===== config.mk =====
export PLATFORM = sky130hd
export DESIGN_NAME = csb_unit
export DESIGN_NICKNAME = d
export VERILOG_FILES = /design/src/core/csb_pkg.sv /design/src/core/csb_cmp_if.sv /design/src/core/csb_cmp_sub.sv /design/src/core/csb_unit.sv
export SDC_FILE = /design/constraint.sdc
export NUM_CORES = 1
export LEC_CHECK = 0
export ABC_CLOCK_PERIOD_IN_PS = 3700
export BUFFER_PORTS_ARGS = -buffer_cell sky130_fd_sc_hd__buf_2
export CAP_MARGIN = 10
export CORE_MARGIN = 1.5
export CORE_UTILIZATION = 48
export DETAILED_ROUTE_END_ITERATION = 8
export GPL_TIMING_DRIVEN = 0
export PLACE_DENSITY = 0.78
export SLEW_MARGIN = 20
export SYNTH_ARGS = -nofsm -noshare
export SYNTH_HDL_FRONTEND = slang
export SYNTH_HIERARCHICAL = 1
export SYNTH_SLANG_ARGS = --single-unit

===== constraint.sdc =====
create_clock -name clk -period 3.7 [get_ports clk]
set_clock_uncertainty 0.1 [all_clocks]
set_input_delay 0.185 -clock clk [delete_from_list [all_inputs] [get_ports clk]]
set_output_delay 0.185 -clock clk [all_outputs]
set_load 0.005 [all_outputs]

===== src/core/csb_pkg.sv =====
// constants and types of the compare, skip and branch unit
package csb_pkg;

   // widths
   localparam int unsigned instr_w = 16;
   localparam int unsigned pc_w = 16;
   localparam int unsigned data_w = 8;
   localparam int unsigned flag_w = 8;
   localparam int unsigned rf_addr_w = 5;
   localparam int unsigned io_addr_w = 5;
   localparam int unsigned bit_sel_w = 3;
   localparam int unsigned disp_w = 7;
   localparam int unsigned bus_addr_w = 8;
   localparam int unsigned bus_data_w = 32;
   localparam int unsigned count_w = 16;

   // status_flags bit positions
   localparam logic [2:0] flag_carry = 3'h0;
   localparam logic [2:0] flag_zero = 3'h1;
   localparam logic [2:0] flag_neg = 3'h2;
   localparam logic [2:0] flag_ovf = 3'h3;
   localparam logic [2:0] flag_sign = 3'h4;
   localparam logic [2:0] flag_half = 3'h5;
   localparam logic [2:0] flag_tbit = 3'h6;
   localparam logic [2:0] flag_intr = 3'h7;

   // instruction word fields
   localparam int unsigned op_lo = 12;
   localparam int unsigned rd_lo = 5;
   localparam int unsigned rr_lo = 0;
   localparam int unsigned imm_rd_lo = 8;
   localparam int unsigned imm_lo = 0;
   localparam int unsigned skip_reg_lo = 4;
   localparam int unsigned io_lo = 3;
   localparam int unsigned bit_lo = 0;
   localparam int unsigned flag_idx_lo = 0;
   localparam int unsigned bdisp_lo = 3;
   localparam int unsigned cond_lo = 8;
   localparam int unsigned ndisp_lo = 0;
   localparam logic imm_rd_base = 1'h1;

   // instruction kinds
   typedef enum logic [3:0] {
      op_compare_regs = 4'h0,
      op_compare_with_borrow = 4'h1,
      op_compare_immediate = 4'h2,
      op_skip_reg_bit_clear = 4'h3,
      op_skip_reg_bit_set = 4'h4,
      op_skip_io_bit_clear = 4'h5,
      op_skip_io_bit_set = 4'h6,
      op_branch_flag_set = 4'h7,
      op_branch_flag_clear = 4'h8,
      op_branch_named = 4'h9
   } csb_op_type;

   // named branch conditions
   typedef enum logic [3:0] {
      cond_branch_equal = 4'h0,
      cond_branch_not_equal = 4'h1,
      cond_branch_carry_set = 4'h2,
      cond_branch_carry_clear = 4'h3,
      cond_branch_same_higher = 4'h4,
      cond_branch_lower = 4'h5,
      cond_branch_minus = 4'h6,
      cond_branch_plus = 4'h7,
      cond_branch_ge_signed = 4'h8,
      cond_branch_lt_signed = 4'h9,
      cond_branch_half_set = 4'ha,
      cond_branch_half_clear = 4'hb,
      cond_branch_tbit_set = 4'hc,
      cond_branch_tbit_clear = 4'hd,
      cond_branch_ovf_set = 4'he,
      cond_branch_ovf_clear = 4'hf
   } csb_cond_type;

   // execution states
   typedef enum logic [0:0] {
      st_idle = 1'h0,
      st_stall = 1'h1
   } csb_state_type;

   // cycle counts and pc steps
   localparam logic [1:0] cyc_skip_one = 2'h2;
   localparam logic [1:0] cyc_skip_two = 2'h3;
   localparam logic [1:0] cyc_branch = 2'h2;
   localparam logic [1:0] cyc_one = 2'h1;
   localparam logic [pc_w-1:0] pc_skip_one = 16'h0002;
   localparam logic [pc_w-1:0] pc_skip_two = 16'h0003;
   localparam logic [pc_w-1:0] pc_rel_base = 16'h0001;

   // register map
   localparam logic [bus_addr_w-1:0] reg_ctrl = 8'h00;
   localparam logic [bus_addr_w-1:0] reg_state = 8'h04;
   localparam logic [bus_addr_w-1:0] reg_branch_count = 8'h08;
   localparam logic [bus_addr_w-1:0] reg_skip_count = 8'h0c;
   localparam logic [bus_addr_w-1:0] reg_last_target = 8'h10;
   localparam int unsigned ctrl_enable_bit = 0;
   localparam int unsigned state_busy_bit = 0;
   localparam int unsigned state_taken_bit = 1;
   localparam logic ctrl_enable_rst = 1'h1;

endpackage : csb_pkg


===== src/core/csb_cmp_if.sv =====
// carrier between the unit and its subtractor
`timescale 1ns/1ps
`default_nettype none
interface csb_cmp_if;
   logic [csb_pkg::data_w-1:0] op_a;
   logic [csb_pkg::data_w-1:0] op_b;
   logic borrow_in;
   logic zero;
   logic neg;
   logic ovf;
   logic carry;
   logic half;
   modport unit (output op_a, op_b, borrow_in,
      input zero, neg, ovf, carry, half);
   modport alu (input op_a, op_b, borrow_in,
      output zero, neg, ovf, carry, half);
endinterface : csb_cmp_if
`default_nettype wire


===== src/core/csb_cmp_sub.sv =====
// subtractor producing compare flags
`timescale 1ns/1ps
`default_nettype none
module csb_cmp_sub (
   csb_cmp_if.alu cmp
);
   logic [csb_pkg::data_w:0] diff;
   logic [4:0] low_diff;
   logic [csb_pkg::data_w-1:0] res;

   // a minus b minus borrow, result dropped
   assign diff = {1'h0, cmp.op_a} - {1'h0, cmp.op_b}
      - {{csb_pkg::data_w{1'h0}}, cmp.borrow_in};
   assign low_diff = {1'h0, cmp.op_a[3:0]} - {1'h0, cmp.op_b[3:0]}
      - {4'h0, cmp.borrow_in};
   assign res = diff[csb_pkg::data_w-1:0];
   assign cmp.carry = diff[csb_pkg::data_w];
   assign cmp.half = low_diff[4];
   assign cmp.zero = (res == 8'h00);
   assign cmp.neg = res[7];
   assign cmp.ovf = (cmp.op_a[7] & ~cmp.op_b[7] & ~res[7])
      | (~cmp.op_a[7] & cmp.op_b[7] & res[7]);
endmodule // csb_cmp_sub
`default_nettype wire


===== src/core/csb_unit.sv =====
// compare, skip and branch execution unit
//
// Design decisions made here: the plain strobed port and the placing of the registers.
`timescale 1ns/1ps
`default_nettype none
module csb_unit (
   // clock and reset
   input wire logic clk,
   input wire logic rst_b,
   // instruction issue
   input wire logic instr_valid,
   input wire logic [csb_pkg::instr_w-1:0] instr_word,
   input wire logic [csb_pkg::pc_w-1:0] instr_pc,
   input wire logic next_two_word,
   output logic instr_ready,
   output logic exec_done,
   // register file read ports
   output logic [csb_pkg::rf_addr_w-1:0] rf_addr_a,
   input wire logic [csb_pkg::data_w-1:0] rf_data_a,
   output logic [csb_pkg::rf_addr_w-1:0] rf_addr_b,
   input wire logic [csb_pkg::data_w-1:0] rf_data_b,
   // i/o bit read path
   output logic [csb_pkg::io_addr_w-1:0] io_addr,
   input wire logic [csb_pkg::data_w-1:0] io_data,
   // status flags
   input wire logic [csb_pkg::flag_w-1:0] flags_in,
   output logic flags_we,
   output logic [csb_pkg::flag_w-1:0] flags_out,
   // program counter
   output logic pc_load,
   output logic [csb_pkg::pc_w-1:0] pc_target,
   // register port
   input wire logic [csb_pkg::bus_addr_w-1:0] reg_addr,
   input wire logic [csb_pkg::bus_data_w-1:0] reg_wdata,
   input wire logic reg_we,
   input wire logic reg_re,
   output logic [csb_pkg::bus_data_w-1:0] reg_rdata
);

   // sign extends a word displacement
   function automatic logic [csb_pkg::pc_w-1:0] sext_disp(
      input logic [csb_pkg::disp_w-1:0] k);
      sext_disp = {{(csb_pkg::pc_w-csb_pkg::disp_w){k[csb_pkg::disp_w-1]}},
         k};
   endfunction

   // picks one bit of a byte
   function automatic logic pick_bit(
      input logic [csb_pkg::data_w-1:0] val,
      input logic [csb_pkg::bit_sel_w-1:0] sel);
      pick_bit = val[sel];
   endfunction

   // evaluates a named branch condition
   function automatic logic named_met(
      input csb_pkg::csb_cond_type cond,
      input logic [csb_pkg::flag_w-1:0] f);
      logic sgn;
      sgn = f[csb_pkg::flag_neg] ^ f[csb_pkg::flag_ovf];
      case (cond)
         csb_pkg::cond_branch_equal: named_met = f[csb_pkg::flag_zero];
         csb_pkg::cond_branch_not_equal: named_met = ~f[csb_pkg::flag_zero];
         csb_pkg::cond_branch_carry_set,
         csb_pkg::cond_branch_lower: named_met = f[csb_pkg::flag_carry];
         csb_pkg::cond_branch_carry_clear,
         csb_pkg::cond_branch_same_higher:
            named_met = ~f[csb_pkg::flag_carry];
         csb_pkg::cond_branch_minus: named_met = f[csb_pkg::flag_neg];
         csb_pkg::cond_branch_plus: named_met = ~f[csb_pkg::flag_neg];
         csb_pkg::cond_branch_ge_signed: named_met = ~sgn;
         csb_pkg::cond_branch_lt_signed: named_met = sgn;
         csb_pkg::cond_branch_half_set: named_met = f[csb_pkg::flag_half];
         csb_pkg::cond_branch_half_clear:
            named_met = ~f[csb_pkg::flag_half];
         csb_pkg::cond_branch_tbit_set: named_met = f[csb_pkg::flag_tbit];
         csb_pkg::cond_branch_tbit_clear:
            named_met = ~f[csb_pkg::flag_tbit];
         csb_pkg::cond_branch_ovf_set: named_met = f[csb_pkg::flag_ovf];
         csb_pkg::cond_branch_ovf_clear: named_met = ~f[csb_pkg::flag_ovf];
         default: named_met = 1'h0;
      endcase
   endfunction

   // state
   csb_pkg::csb_state_type state_q;
   csb_pkg::csb_state_type state_d;
   logic [1:0] stall_q;
   logic [1:0] stall_d;
   logic enable_q;
   logic flags_we_q;
   logic [csb_pkg::flag_w-1:0] flags_out_q;
   logic pc_load_q;
   logic [csb_pkg::pc_w-1:0] pc_target_q;
   logic done_q;
   logic last_taken_q;
   logic [csb_pkg::count_w-1:0] branch_count_q;
   logic [csb_pkg::count_w-1:0] skip_count_q;
   logic [csb_pkg::pc_w-1:0] last_target_q;
   logic [csb_pkg::bus_data_w-1:0] rdata_q;

   // field decode
   csb_pkg::csb_op_type op;
   csb_pkg::csb_cond_type cond;
   logic [csb_pkg::rf_addr_w-1:0] fld_rd;
   logic [csb_pkg::rf_addr_w-1:0] fld_rr;
   logic [csb_pkg::rf_addr_w-1:0] fld_imm_rd;
   logic [csb_pkg::rf_addr_w-1:0] fld_skip_reg;
   logic [csb_pkg::data_w-1:0] fld_imm;
   logic [csb_pkg::bit_sel_w-1:0] fld_bit;
   logic [csb_pkg::bit_sel_w-1:0] fld_flag;
   logic [csb_pkg::disp_w-1:0] fld_bdisp;
   logic [csb_pkg::disp_w-1:0] fld_ndisp;

   assign op = csb_pkg::csb_op_type'(instr_word[csb_pkg::op_lo +: 4]);
   assign cond = csb_pkg::csb_cond_type'(instr_word[csb_pkg::cond_lo +: 4]);
   assign fld_rd = instr_word[csb_pkg::rd_lo +: csb_pkg::rf_addr_w];
   assign fld_rr = instr_word[csb_pkg::rr_lo +: csb_pkg::rf_addr_w];
   assign fld_imm_rd = {csb_pkg::imm_rd_base,
      instr_word[csb_pkg::imm_rd_lo +: 4]};
   assign fld_skip_reg = instr_word[csb_pkg::skip_reg_lo +: csb_pkg::rf_addr_w];
   assign fld_imm = instr_word[csb_pkg::imm_lo +: csb_pkg::data_w];
   assign fld_bit = instr_word[csb_pkg::bit_lo +: csb_pkg::bit_sel_w];
   assign fld_flag = instr_word[csb_pkg::flag_idx_lo +: csb_pkg::bit_sel_w];
   assign fld_bdisp = instr_word[csb_pkg::bdisp_lo +: csb_pkg::disp_w];
   assign fld_ndisp = instr_word[csb_pkg::ndisp_lo +: csb_pkg::disp_w];

   // instruction classes
   logic is_cmp_reg;
   logic is_cmp_brw;
   logic is_cmp_imm;
   logic is_cmp;
   logic is_skip_reg;
   logic is_skip_io;
   logic is_skip;
   logic is_bflag;
   logic is_branch;

   assign is_cmp_reg = (op == csb_pkg::op_compare_regs);
   assign is_cmp_brw = (op == csb_pkg::op_compare_with_borrow);
   assign is_cmp_imm = (op == csb_pkg::op_compare_immediate);
   assign is_cmp = is_cmp_reg | is_cmp_brw | is_cmp_imm;
   assign is_skip_reg = (op == csb_pkg::op_skip_reg_bit_clear)
      | (op == csb_pkg::op_skip_reg_bit_set);
   assign is_skip_io = (op == csb_pkg::op_skip_io_bit_clear)
      | (op == csb_pkg::op_skip_io_bit_set);
   assign is_skip = is_skip_reg | is_skip_io;
   assign is_bflag = (op == csb_pkg::op_branch_flag_set)
      | (op == csb_pkg::op_branch_flag_clear);
   assign is_branch = is_bflag | (op == csb_pkg::op_branch_named);

   // read port addressing
   assign rf_addr_a = is_cmp_imm ? fld_imm_rd
      : (is_skip_reg ? fld_skip_reg : fld_rd);
   assign rf_addr_b = fld_rr;
   assign io_addr = instr_word[csb_pkg::io_lo +: csb_pkg::io_addr_w];

   // compare subtractor
   csb_cmp_if cmp_bus ();

   assign cmp_bus.op_a = rf_data_a;
   assign cmp_bus.op_b = is_cmp_imm ? fld_imm : rf_data_b;
   assign cmp_bus.borrow_in = is_cmp_brw & flags_in[csb_pkg::flag_carry];

   csb_cmp_sub u_cmp_sub (
      .cmp (cmp_bus.alu)
   );

   // flags after a compare
   logic [csb_pkg::flag_w-1:0] cmp_flags;

   always_comb begin
      cmp_flags = flags_in;
      cmp_flags[csb_pkg::flag_zero] = cmp_bus.zero;
      cmp_flags[csb_pkg::flag_neg] = cmp_bus.neg;
      cmp_flags[csb_pkg::flag_ovf] = cmp_bus.ovf;
      cmp_flags[csb_pkg::flag_carry] = cmp_bus.carry;
      cmp_flags[csb_pkg::flag_half] = cmp_bus.half;
   end

   // skip decision
   logic reg_bit;
   logic io_bit;
   logic skip_take;

   assign reg_bit = pick_bit(rf_data_a, fld_bit);
   assign io_bit = pick_bit(io_data, fld_bit);
   assign skip_take =
      ((op == csb_pkg::op_skip_reg_bit_clear) & ~reg_bit)
      | ((op == csb_pkg::op_skip_reg_bit_set) & reg_bit)
      | ((op == csb_pkg::op_skip_io_bit_clear) & ~io_bit)
      | ((op == csb_pkg::op_skip_io_bit_set) & io_bit);

   // branch decision
   logic flag_bit;
   logic branch_take;
   logic [csb_pkg::pc_w-1:0] disp;

   assign flag_bit = pick_bit(flags_in, fld_flag);
   assign branch_take =
      ((op == csb_pkg::op_branch_flag_set) & flag_bit)
      | ((op == csb_pkg::op_branch_flag_clear) & ~flag_bit)
      | ((op == csb_pkg::op_branch_named) & named_met(cond, flags_in));
   assign disp = is_bflag ? sext_disp(fld_bdisp) : sext_disp(fld_ndisp);

   // targets and cycle counts
   logic take;
   logic [csb_pkg::pc_w-1:0] target;
   logic [1:0] cycles;
   logic accept;

   assign take = skip_take | branch_take;
   assign target = is_skip
      ? instr_pc + (next_two_word ? csb_pkg::pc_skip_two
         : csb_pkg::pc_skip_one)
      : instr_pc + disp + csb_pkg::pc_rel_base;
   assign cycles = ~take ? csb_pkg::cyc_one
      : (is_branch ? csb_pkg::cyc_branch
         : (next_two_word ? csb_pkg::cyc_skip_two
            : csb_pkg::cyc_skip_one));
   assign accept = instr_valid & instr_ready;
   assign instr_ready = enable_q & (state_q == csb_pkg::st_idle);

   // stall sequencing
   always_comb begin
      state_d = state_q;
      stall_d = stall_q;
      case (state_q)
         csb_pkg::st_idle: begin
            if (accept && cycles != csb_pkg::cyc_one) begin
               state_d = csb_pkg::st_stall;
               stall_d = cycles - csb_pkg::cyc_one;
            end
         end
         csb_pkg::st_stall: begin
            stall_d = stall_q - csb_pkg::cyc_one;
            if (stall_q == csb_pkg::cyc_one) begin
               state_d = csb_pkg::st_idle;
            end
         end
         default: begin
            state_d = csb_pkg::st_idle;
            stall_d = 2'h0;
         end
      endcase
   end

   logic last_cycle;

   assign last_cycle = (accept && cycles == csb_pkg::cyc_one)
      || (state_q == csb_pkg::st_stall && stall_q == csb_pkg::cyc_one);

   always_ff @(posedge clk) begin
      if (!rst_b) begin
         state_q <= csb_pkg::st_idle;
         stall_q <= 2'h0;
         done_q <= 1'h0;
      end else begin
         state_q <= state_d;
         stall_q <= stall_d;
         done_q <= last_cycle;
      end
   end

   // flag write only for compares
   always_ff @(posedge clk) begin
      if (!rst_b) begin
         flags_we_q <= 1'h0;
         flags_out_q <= 8'h00;
      end else begin
         flags_we_q <= accept & is_cmp;
         if (accept && is_cmp) begin
            flags_out_q <= cmp_flags;
         end
      end
   end

   // program counter load
   always_ff @(posedge clk) begin
      if (!rst_b) begin
         pc_load_q <= 1'h0;
         pc_target_q <= 16'h0000;
      end else begin
         pc_load_q <= accept & take;
         if (accept && take) begin
            pc_target_q <= target;
         end
      end
   end

   // register port decode
   logic wr_ctrl;
   logic wr_branch_count;
   logic wr_skip_count;
   logic [csb_pkg::bus_data_w-1:0] rd_mux;

   assign wr_ctrl = reg_we && reg_addr == csb_pkg::reg_ctrl;
   assign wr_branch_count = reg_we && reg_addr == csb_pkg::reg_branch_count;
   assign wr_skip_count = reg_we && reg_addr == csb_pkg::reg_skip_count;

   always_comb begin
      rd_mux = 32'h0000_0000;
      case (reg_addr)
         csb_pkg::reg_ctrl:
            rd_mux[csb_pkg::ctrl_enable_bit] = enable_q;
         csb_pkg::reg_state: begin
            rd_mux[csb_pkg::state_busy_bit] = (state_q == csb_pkg::st_stall);
            rd_mux[csb_pkg::state_taken_bit] = last_taken_q;
         end
         csb_pkg::reg_branch_count:
            rd_mux[csb_pkg::count_w-1:0] = branch_count_q;
         csb_pkg::reg_skip_count:
            rd_mux[csb_pkg::count_w-1:0] = skip_count_q;
         csb_pkg::reg_last_target:
            rd_mux[csb_pkg::pc_w-1:0] = last_target_q;
         default:
            rd_mux = 32'h0000_0000;
      endcase
   end

   // software registers
   always_ff @(posedge clk) begin
      if (!rst_b) begin
         enable_q <= csb_pkg::ctrl_enable_rst;
         rdata_q <= 32'h0000_0000;
      end else begin
         if (wr_ctrl) begin
            enable_q <= reg_wdata[csb_pkg::ctrl_enable_bit];
         end
         rdata_q <= reg_re ? rd_mux : 32'h0000_0000;
      end
   end

   // outcome counters, a clear with an event in one cycle leaves a count of one
   always_ff @(posedge clk) begin
      if (!rst_b) begin
         branch_count_q <= 16'h0000;
         skip_count_q <= 16'h0000;
         last_taken_q <= 1'h0;
         last_target_q <= 16'h0000;
      end else begin
         if (accept && branch_take) begin
            branch_count_q <= wr_branch_count ? 16'h0001
               : branch_count_q + 16'h0001;
         end else if (wr_branch_count) begin
            branch_count_q <= 16'h0000;
         end
         if (accept && skip_take) begin
            skip_count_q <= wr_skip_count ? 16'h0001
               : skip_count_q + 16'h0001;
         end else if (wr_skip_count) begin
            skip_count_q <= 16'h0000;
         end
         if (accept && (is_skip || is_branch)) begin
            last_taken_q <= take;
         end
         if (accept && take) begin
            last_target_q <= target;
         end
      end
   end

   // outputs
   assign exec_done = done_q;
   assign flags_we = flags_we_q;
   assign flags_out = flags_out_q;
   assign pc_load = pc_load_q;
   assign pc_target = pc_target_q;
   assign reg_rdata = rdata_q;

endmodule // csb_unit
`default_nettype wire


==> impl_results.md, run 1 <==
* CP Max Fanout at 10
* Pre-antenna DRT Iters at 5
* Sw Share at 30.63%
* PortBufs at 132
* Routability Congestion at 0.9397
* Startpoint Class: input port
* Number of synthesized flops with an enable pin at 0
* DR iter-0 viols at 449
* Final Util at 59.64%
* Comb power frac at 27.0%
* Sequential element share of the synthesized area at 25.82%
* Reg2reg setup slack at 1360 ps
* Via count at 5900
* Post-DR vias/cell at 5.403
* Num CTS Buffers at 9
* Fmax achieved at 294.7 MHz
* Setup CP Type: in -> reg
* HP Class: in -> reg
* Worst setup margin at 306.8 ps
* Wire length per cell at 15.33 um
* CTS tree: yes
* Crit share post-route at 91.71%
* Die width at 116.7 um
* Hold path depth at 4
* Pwr/cell area at 335.4 mW/mm2
* Crit path from: instr_word[12]
* Worst reg2reg path endpoint: flags_out[7]
* Io pins at 185
* Hold slack at 3.039 ps
* Worst-Margin Slew at 812.0 ps
* Cell Area, Placed at 0.007149 mm2
* Clk_lat worst skew at 340 ps
* Critical path arrival at 3510 ps
* Mapped Cells at 751
* Largest net degree at the start of global routing at 16
* DRT antenna net count at 0
* Dpl cells at 1071
* Pre-CTS worst setup slack at -508.0 ps
* P_leak at 3.452 nW
* Commonest non-fill, non-tap cell in the layout: buf_2
* #FFs+latches synth at 80
* Core Region at 0.01262 mm2
* Fin area at 0.007526 mm2
* Crit. End Element: register
* Die footprint at 0.01362 mm2
* Worst Reg-to-Reg Cells at 7
* FF-to-FF Start: state_q
* Worst min-delay path startpoint: reg_addr[5]
* Max cap viols at 0
* # H-tree levels at 3
* Clock slew seen by the registers of the worst setup and hold paths at 70 ps
* Final Power at 2.524 mW
* Req. time, crit path at 3810 ps
* Minimum clock period at 3393 ps
* Endpoint, Worst Hold: reg_rdata[1]
* Root Buffer: clkbuf_16
* # rows at 41
* Worst IR drop on VDD at 0.2706 mV
* Synth Flop Type: dfxtp_1
* Initial core utilization at 49.16%
* DRC viols at 0
* Total Neg Setup Slack at 0 ps
* FFs w/ async S/R, synth at 0%
* Layout cells sized above 1 at 25.87%
* Global-route congestion overflow total at 0
* Unique masters post-synth at 68
* Inserted Diodes at 0
* Clock sinks at 80
* Psw at 0.7731 mW
* RSZ-0062 raised after global routing: no
* First-pass GRT wire length at 26490 um
* Initial antenna violation count at 0
* Slew HR at 45.87%
* Setup violators final at 0
* Area Growth Syn to Fin at 21.32%
* Final wirelength at 16740 um
* Syn Std Cell Area at 0.006203 mm2
* GRT Util Overall at 24.91%
* Sequential share of power at 36.0%
* Clock tree buffer depth at 2
* Final hold viol count at 0
* Fin nets at 1065
* Cell-internal power at 1.751 mW
* Most frequent cells in the layout: 136 x buf_2, 83 x nor2_1, 80 x dfxtp_1, 44 x nand2_1, 42 x inv_1
* Synth Area per Inst at 8.260 um2
* Vias in the first global route at 5615
* Synthesis Warnings at 6
* Slew Limit Fails at 0
* Finished Layout Cells at 1092
* Status: finished, final reports clean
* Die Span Y at 116.7 um
* Clock power frac at 36.9%
* Detailed Place HPWL at 13170 um
layout make-up:
class | instances | area [um2]
Clock inverter | 6 | 75.07
Inverter | 42 | 157.7
Tap cell | 172 | 215.2
Buffer | 61 | 380.4
Fill cell | 1165 | 5094
Clock buffer | 10 | 239.0
Timing Repair Buffer | 139 | 720.7
Multi-Input combinational cell | 582 | 4136
Sequential cell | 80 | 1602
registers in the layout, indices dropped and copies added (netlist names):
name and count:
enable_q 1, flags_out 8, exec_done 1, skip_count_q 16
last_target_q 16, last_taken_q 1, stall_q 2, pc_load 1
flags_we 1, branch_count_q 16, reg_rdata 16, state_q 1
synth_stat cells, types with 3 or more instances:
cell      number  share of area, %
ha_1          37               7.5
a22oi_1       16               1.9
mux2_2        27               4.9
o211ai_1       6              0.73
nor2_2         5              0.50
buf_4         28               3.4
a21oi_1       41               3.3
nand3b_1       5              0.61
inv_1         42               2.5
o31ai_1        5              0.61
clkbuf_1      24               1.5
mux4_2         4               1.5
o21ai_1       14               1.1
fa_1           3              0.97
nand2_1       44               2.7
nor3_1         5              0.40
buf_2          4              0.32
dfxtp_1       80                26
buf_6          3              0.54
and3_1        13               1.3
a31oi_1        3              0.30
nor2_1        83               5.0
xor2_1        31               4.4
and2_1         7              0.71
nand4_1       16               1.6
a21o_1         5              0.61
xnor2_1       23               3.2
or3_1         13               1.3
a211oi_1      10               1.2
nand2b_1      10               1.0
nand3_1       21               1.7
nor2b_1        6              0.61
and4_1         4              0.56
mux2i_1       37               6.0
o21a_1         6              0.73
o21ai_0       27               2.2
logic make-up after synthesis:
| kind of cell | count (synthesis) | share of synthesized area, % |
|---|---|---|
| simple gates | 243 | 19.46 |
| compound gates | 158 | 16.72 |
| buf+inv | 104 | 8.693 |
| flops | 80 | 25.82 |
| mux | 70 | 12.81 |
| xor+xnor | 55 | 8.007 |
| fa+ha+maj | 40 | 8.431 |
| other cells | 1 | 0.06045 |
power by group through the flow:
stage	sequential, mW	combinational, mW	clock [mW]
floorplan	0.921	0.470	0
global placement	0.928	0.653	0
detailed placement	0.928	0.666	0
CTS	0.908	0.674	0.946
global route	0.911	0.758	0.982
finish	0.910	0.683	0.932
worst max-delay path, stage by stage:
cell and delay [ps]:
buf_2 120, clkbuf_2 190, nor4b_4 440, buf_4 190, mux2_2 330, ha_1 270, inv_1 40, ha_1 230
or3_1 400, or2_0 220, o22ai_2 110, xnor2_1 220, mux2_2 380, mux2i_1 120, nor2_1 50
per-layer routing:
layer  routed length [um]  up-vias  global-route usage (%)
met4                  374        0                   10.04
li1                     -     2946                       -
met1                 7577     2731                   32.02
met2                 7889      191                   41.52
met5                    0        -                       0
met3                  901       32                   4.359
timing repair:
action	4_1_cts	5_1_grt
endpoints found under the setup margin	1	4
hold buffers	3	0
endpoints found under the hold margin	3	0
gates resized for setup	1	4
setup buffers	0	3
worst max-delay path by stage:
stage	endpoint	slack, ps	depth (start not counted)
after floorplan	last_target_q[11]	110	10
after global placement	last_target_q[11]	-740	11
after detailed placement	flags_out[3]	-510	15
after CTS	flags_out[3]	100	15
after global routing	last_target_q[14]	6	16
final	flags_out[3]	310	15
No activity file was read; power rests on OpenSTA's default activity.
==> inputs of run 2 (changes only) <==
==> constraint.sdc (replaced) <==
create_clock -name clk -period 3.7 [get_ports clk]
set_clock_uncertainty 0.1 [all_clocks]
set_input_delay 0.74 -clock clk [delete_from_list [all_inputs] [get_ports clk]]
set_output_delay 0.74 -clock clk [all_outputs]
set_load 0.005 [all_outputs]
==> run 2 against run 1 <==
Compared with the run above: cell count is 0.27% higher; highest routed layer unchanged; largest power group unchanged; largest cell class unchanged; clock power rose by 8%; sequential cell count is the same; die area unchanged; worst setup slack got worse by 230 ps; sequential power about the same; sequential share of layout area decreased by 0.67 points; via count is 0.37% higher; critical path depth increased by 1.
==> impl_results.md, run 2 (synthesis gave the netlist of run 1 again) <==
* Die footprint at 0.01362 mm2 (unchanged)
* Cell Area, Placed at 0.007243 mm2 (+1.3%)
* PortBufs at 132 (unchanged)
* P_leak at 3.544 nW (+2.7%)
* Inserted Diodes at 0 (unchanged)
* Final Util at 61.58% (+1.9 points)
* DRT antenna net count at 0 (unchanged)
* Pwr/cell area at 341.3 mW/mm2 (+1.7%)
* Routability Congestion at 0.9324 (-0.78%)
* Req. time, crit path at 3820 ps (about the same)
* Slew HR at 45.67% (-0.20 points)
* Most frequent cells in the layout: 133 x buf_2, 82 x nor2_1, 80 x dfxtp_1, 44 x nand2_1, 40 x inv_1
* Wire length per cell at 15.41 um (+0.51%)
* Fin nets at 1068 (+0.28%)
* Setup CP Type: in -> reg
* Top delay family on crit path: simple AND/OR/NAND/NOR gates
* Largest net degree at the start of global routing at 15 (-1)
* Clk_lat worst skew at 350 ps (about the same)
* HP Class: reg -> reg
* Fmax achieved at 276.1 MHz (-6.3%)
* Fin area at 0.007771 mm2 (+3.3%)
* CP peak stage delay at 380 ps (-60 ps)
* CP Max Fanout at 8 (-2)
* Slowest CP cell: or3_4
* Final hold viol count at 0 (unchanged)
* Minimum clock period at 3621 ps (+228.1 ps)
* Status: finished, final reports clean
* Startpoint Class: input port
* Worst IR drop on VDD at 0.2148 mV (-21%)
* Setup violators final at 0 (unchanged)
* Pre-antenna DRT Iters at 5 (unchanged)
* Root Buffer: clkbuf_16
* Global-route congestion overflow total at 0 (unchanged)
* # rows at 41 (unchanged)
* Area Growth Syn to Fin at 25.27%
* Num CTS Buffers at 9 (unchanged)
* Clock slew seen by the registers of the worst setup and hold paths at 70 ps (about the same)
* Crit share post-route at 97.87% (+6.2 points)
* # H-tree levels at 3 (unchanged)
* Post-DR vias/cell at 5.408 (about the same)
* Layout cells sized above 1 at 28.93% (+3.1 points)
* DRC viols at 0 (unchanged)
* Critical Path, Cell by Cell: buf_6 -> buf_8 -> nor4b_4 -> buf_6 -> buf_12 -> mux2_4 -> ha_4 -> inv_2 -> ha_2 -> or3_4 -> or2_1 -> o22ai_2 -> xnor2_2 -> mux2_4 -> mux2i_1 -> nor2_1
* Vias in the first global route at 5566 (-0.87%)
* First-pass GRT wire length at 26510 um (about the same)
* Core Region at 0.01262 mm2 (unchanged)
* Worst path bufs/invs at 5 (+1)
* Via count at 5922 (+0.37%)
* Crit. End Element: register
* Clock sinks at 80 (unchanged)
* Detailed Place HPWL at 13210 um (+0.28%)
* Final wirelength at 16870 um (+0.79%)
* CTS tree: yes
* Initial antenna violation count at 0 (unchanged)
* Critical path arrival at 3740 ps (+230 ps)
* Clock tree buffer depth at 2 (unchanged)
* DR iter-0 viols at 444 (-1.1%)
* Die width at 116.7 um (unchanged)
* Max cap viols at 0 (unchanged)
* Commonest non-fill, non-tap cell in the layout: buf_2
* Worst-Margin Slew at 814.9 ps (+2.951 ps)
* Total Neg Setup Slack at 0 ps (unchanged)
* GRT Util Overall at 25.02% (+0.11 points)
* Die Span Y at 116.7 um (unchanged)
* Initial core utilization at 49.16% (unchanged)
* Slew Limit Fails at 0 (unchanged)
* Io pins at 185 (unchanged)
## run 2: changes by cell type in the layout (fill, tap and decap cells not counted), moves of 4 or more
cell | previous run | this run
ha_2 | 0 | 4
buf_4 | 32 | 37
ha_1 | 37 | 30
mux2_4 | 2 | 6
mux2_2 | 27 | 23
## run 2: report_power, final
part	total [mW]	internal, mW	switching, mW
Clock	1.01	0.633	0.377
Sequential	0.909	0.886	0.0237
Combinational	0.733	0.344	0.389
Total	2.65	1.86	0.789
## run 2: worst reg2reg max path: stages (launching register included)
cell and delay [ps]:
dfxtp_1 450, nor2b_1 110, and2_1 200, clkbuf_1 270, nand3_1 160, clkbuf_1 630, mux2i_1 290, nor2_1 50
## run 2: path summary, 6_finish.rpt
check                      start      endpoint  slack (ps)  cells after the start
hold reg to reg     flags_out[7]  flags_out[7]         400                      2
setup / recovery  instr_word[12]  flags_out[3]          80                     16
setup reg to reg         state_q  flags_out[5]        1310                      7
hold / removal      flags_out[7]  flags_out[7]         400                      2
## run 2: layout make-up
cell class,count,area [um2]
tap,172,215.2
buffer,60,415.4
timing repair buffer,143,768.2
clock buffer,11,252.7
fill,1149,4848
inverter,42,157.7
sequential,80,1602
clock inverter,5,86.33
multi-input combinational,582,4274
## run 2: metrics by stage
step	power, mW	setup WS (ps)	cells	hold slack (ps)
3_5_place_dp	1.614	-651.2	1070	385.0
4_1_cts	2.623	21.46	1088	402.3
3_3_place_gp	1.605	-648.4	1070	373.5
2_1_floorplan	1.411	-77.98	766	354.6
6_report	2.652	78.66	1095	400.9
5_1_grt	2.769	-17.13	1095	434.3
## run 2: repair_timing
action	CTS	global route
setup endpoints to repair	10	9
setup buffers	3	8
resized for setup	6	23
hold buffers	0	0
pin swaps	2	13
gates cloned	0	0
## run 2: per-layer routing
metal,routed length [um],global-route usage (%)
met4,471,10.84
met1,7345,31.28
met2,8078,42.34
met3,978,4.463
met5,0,0
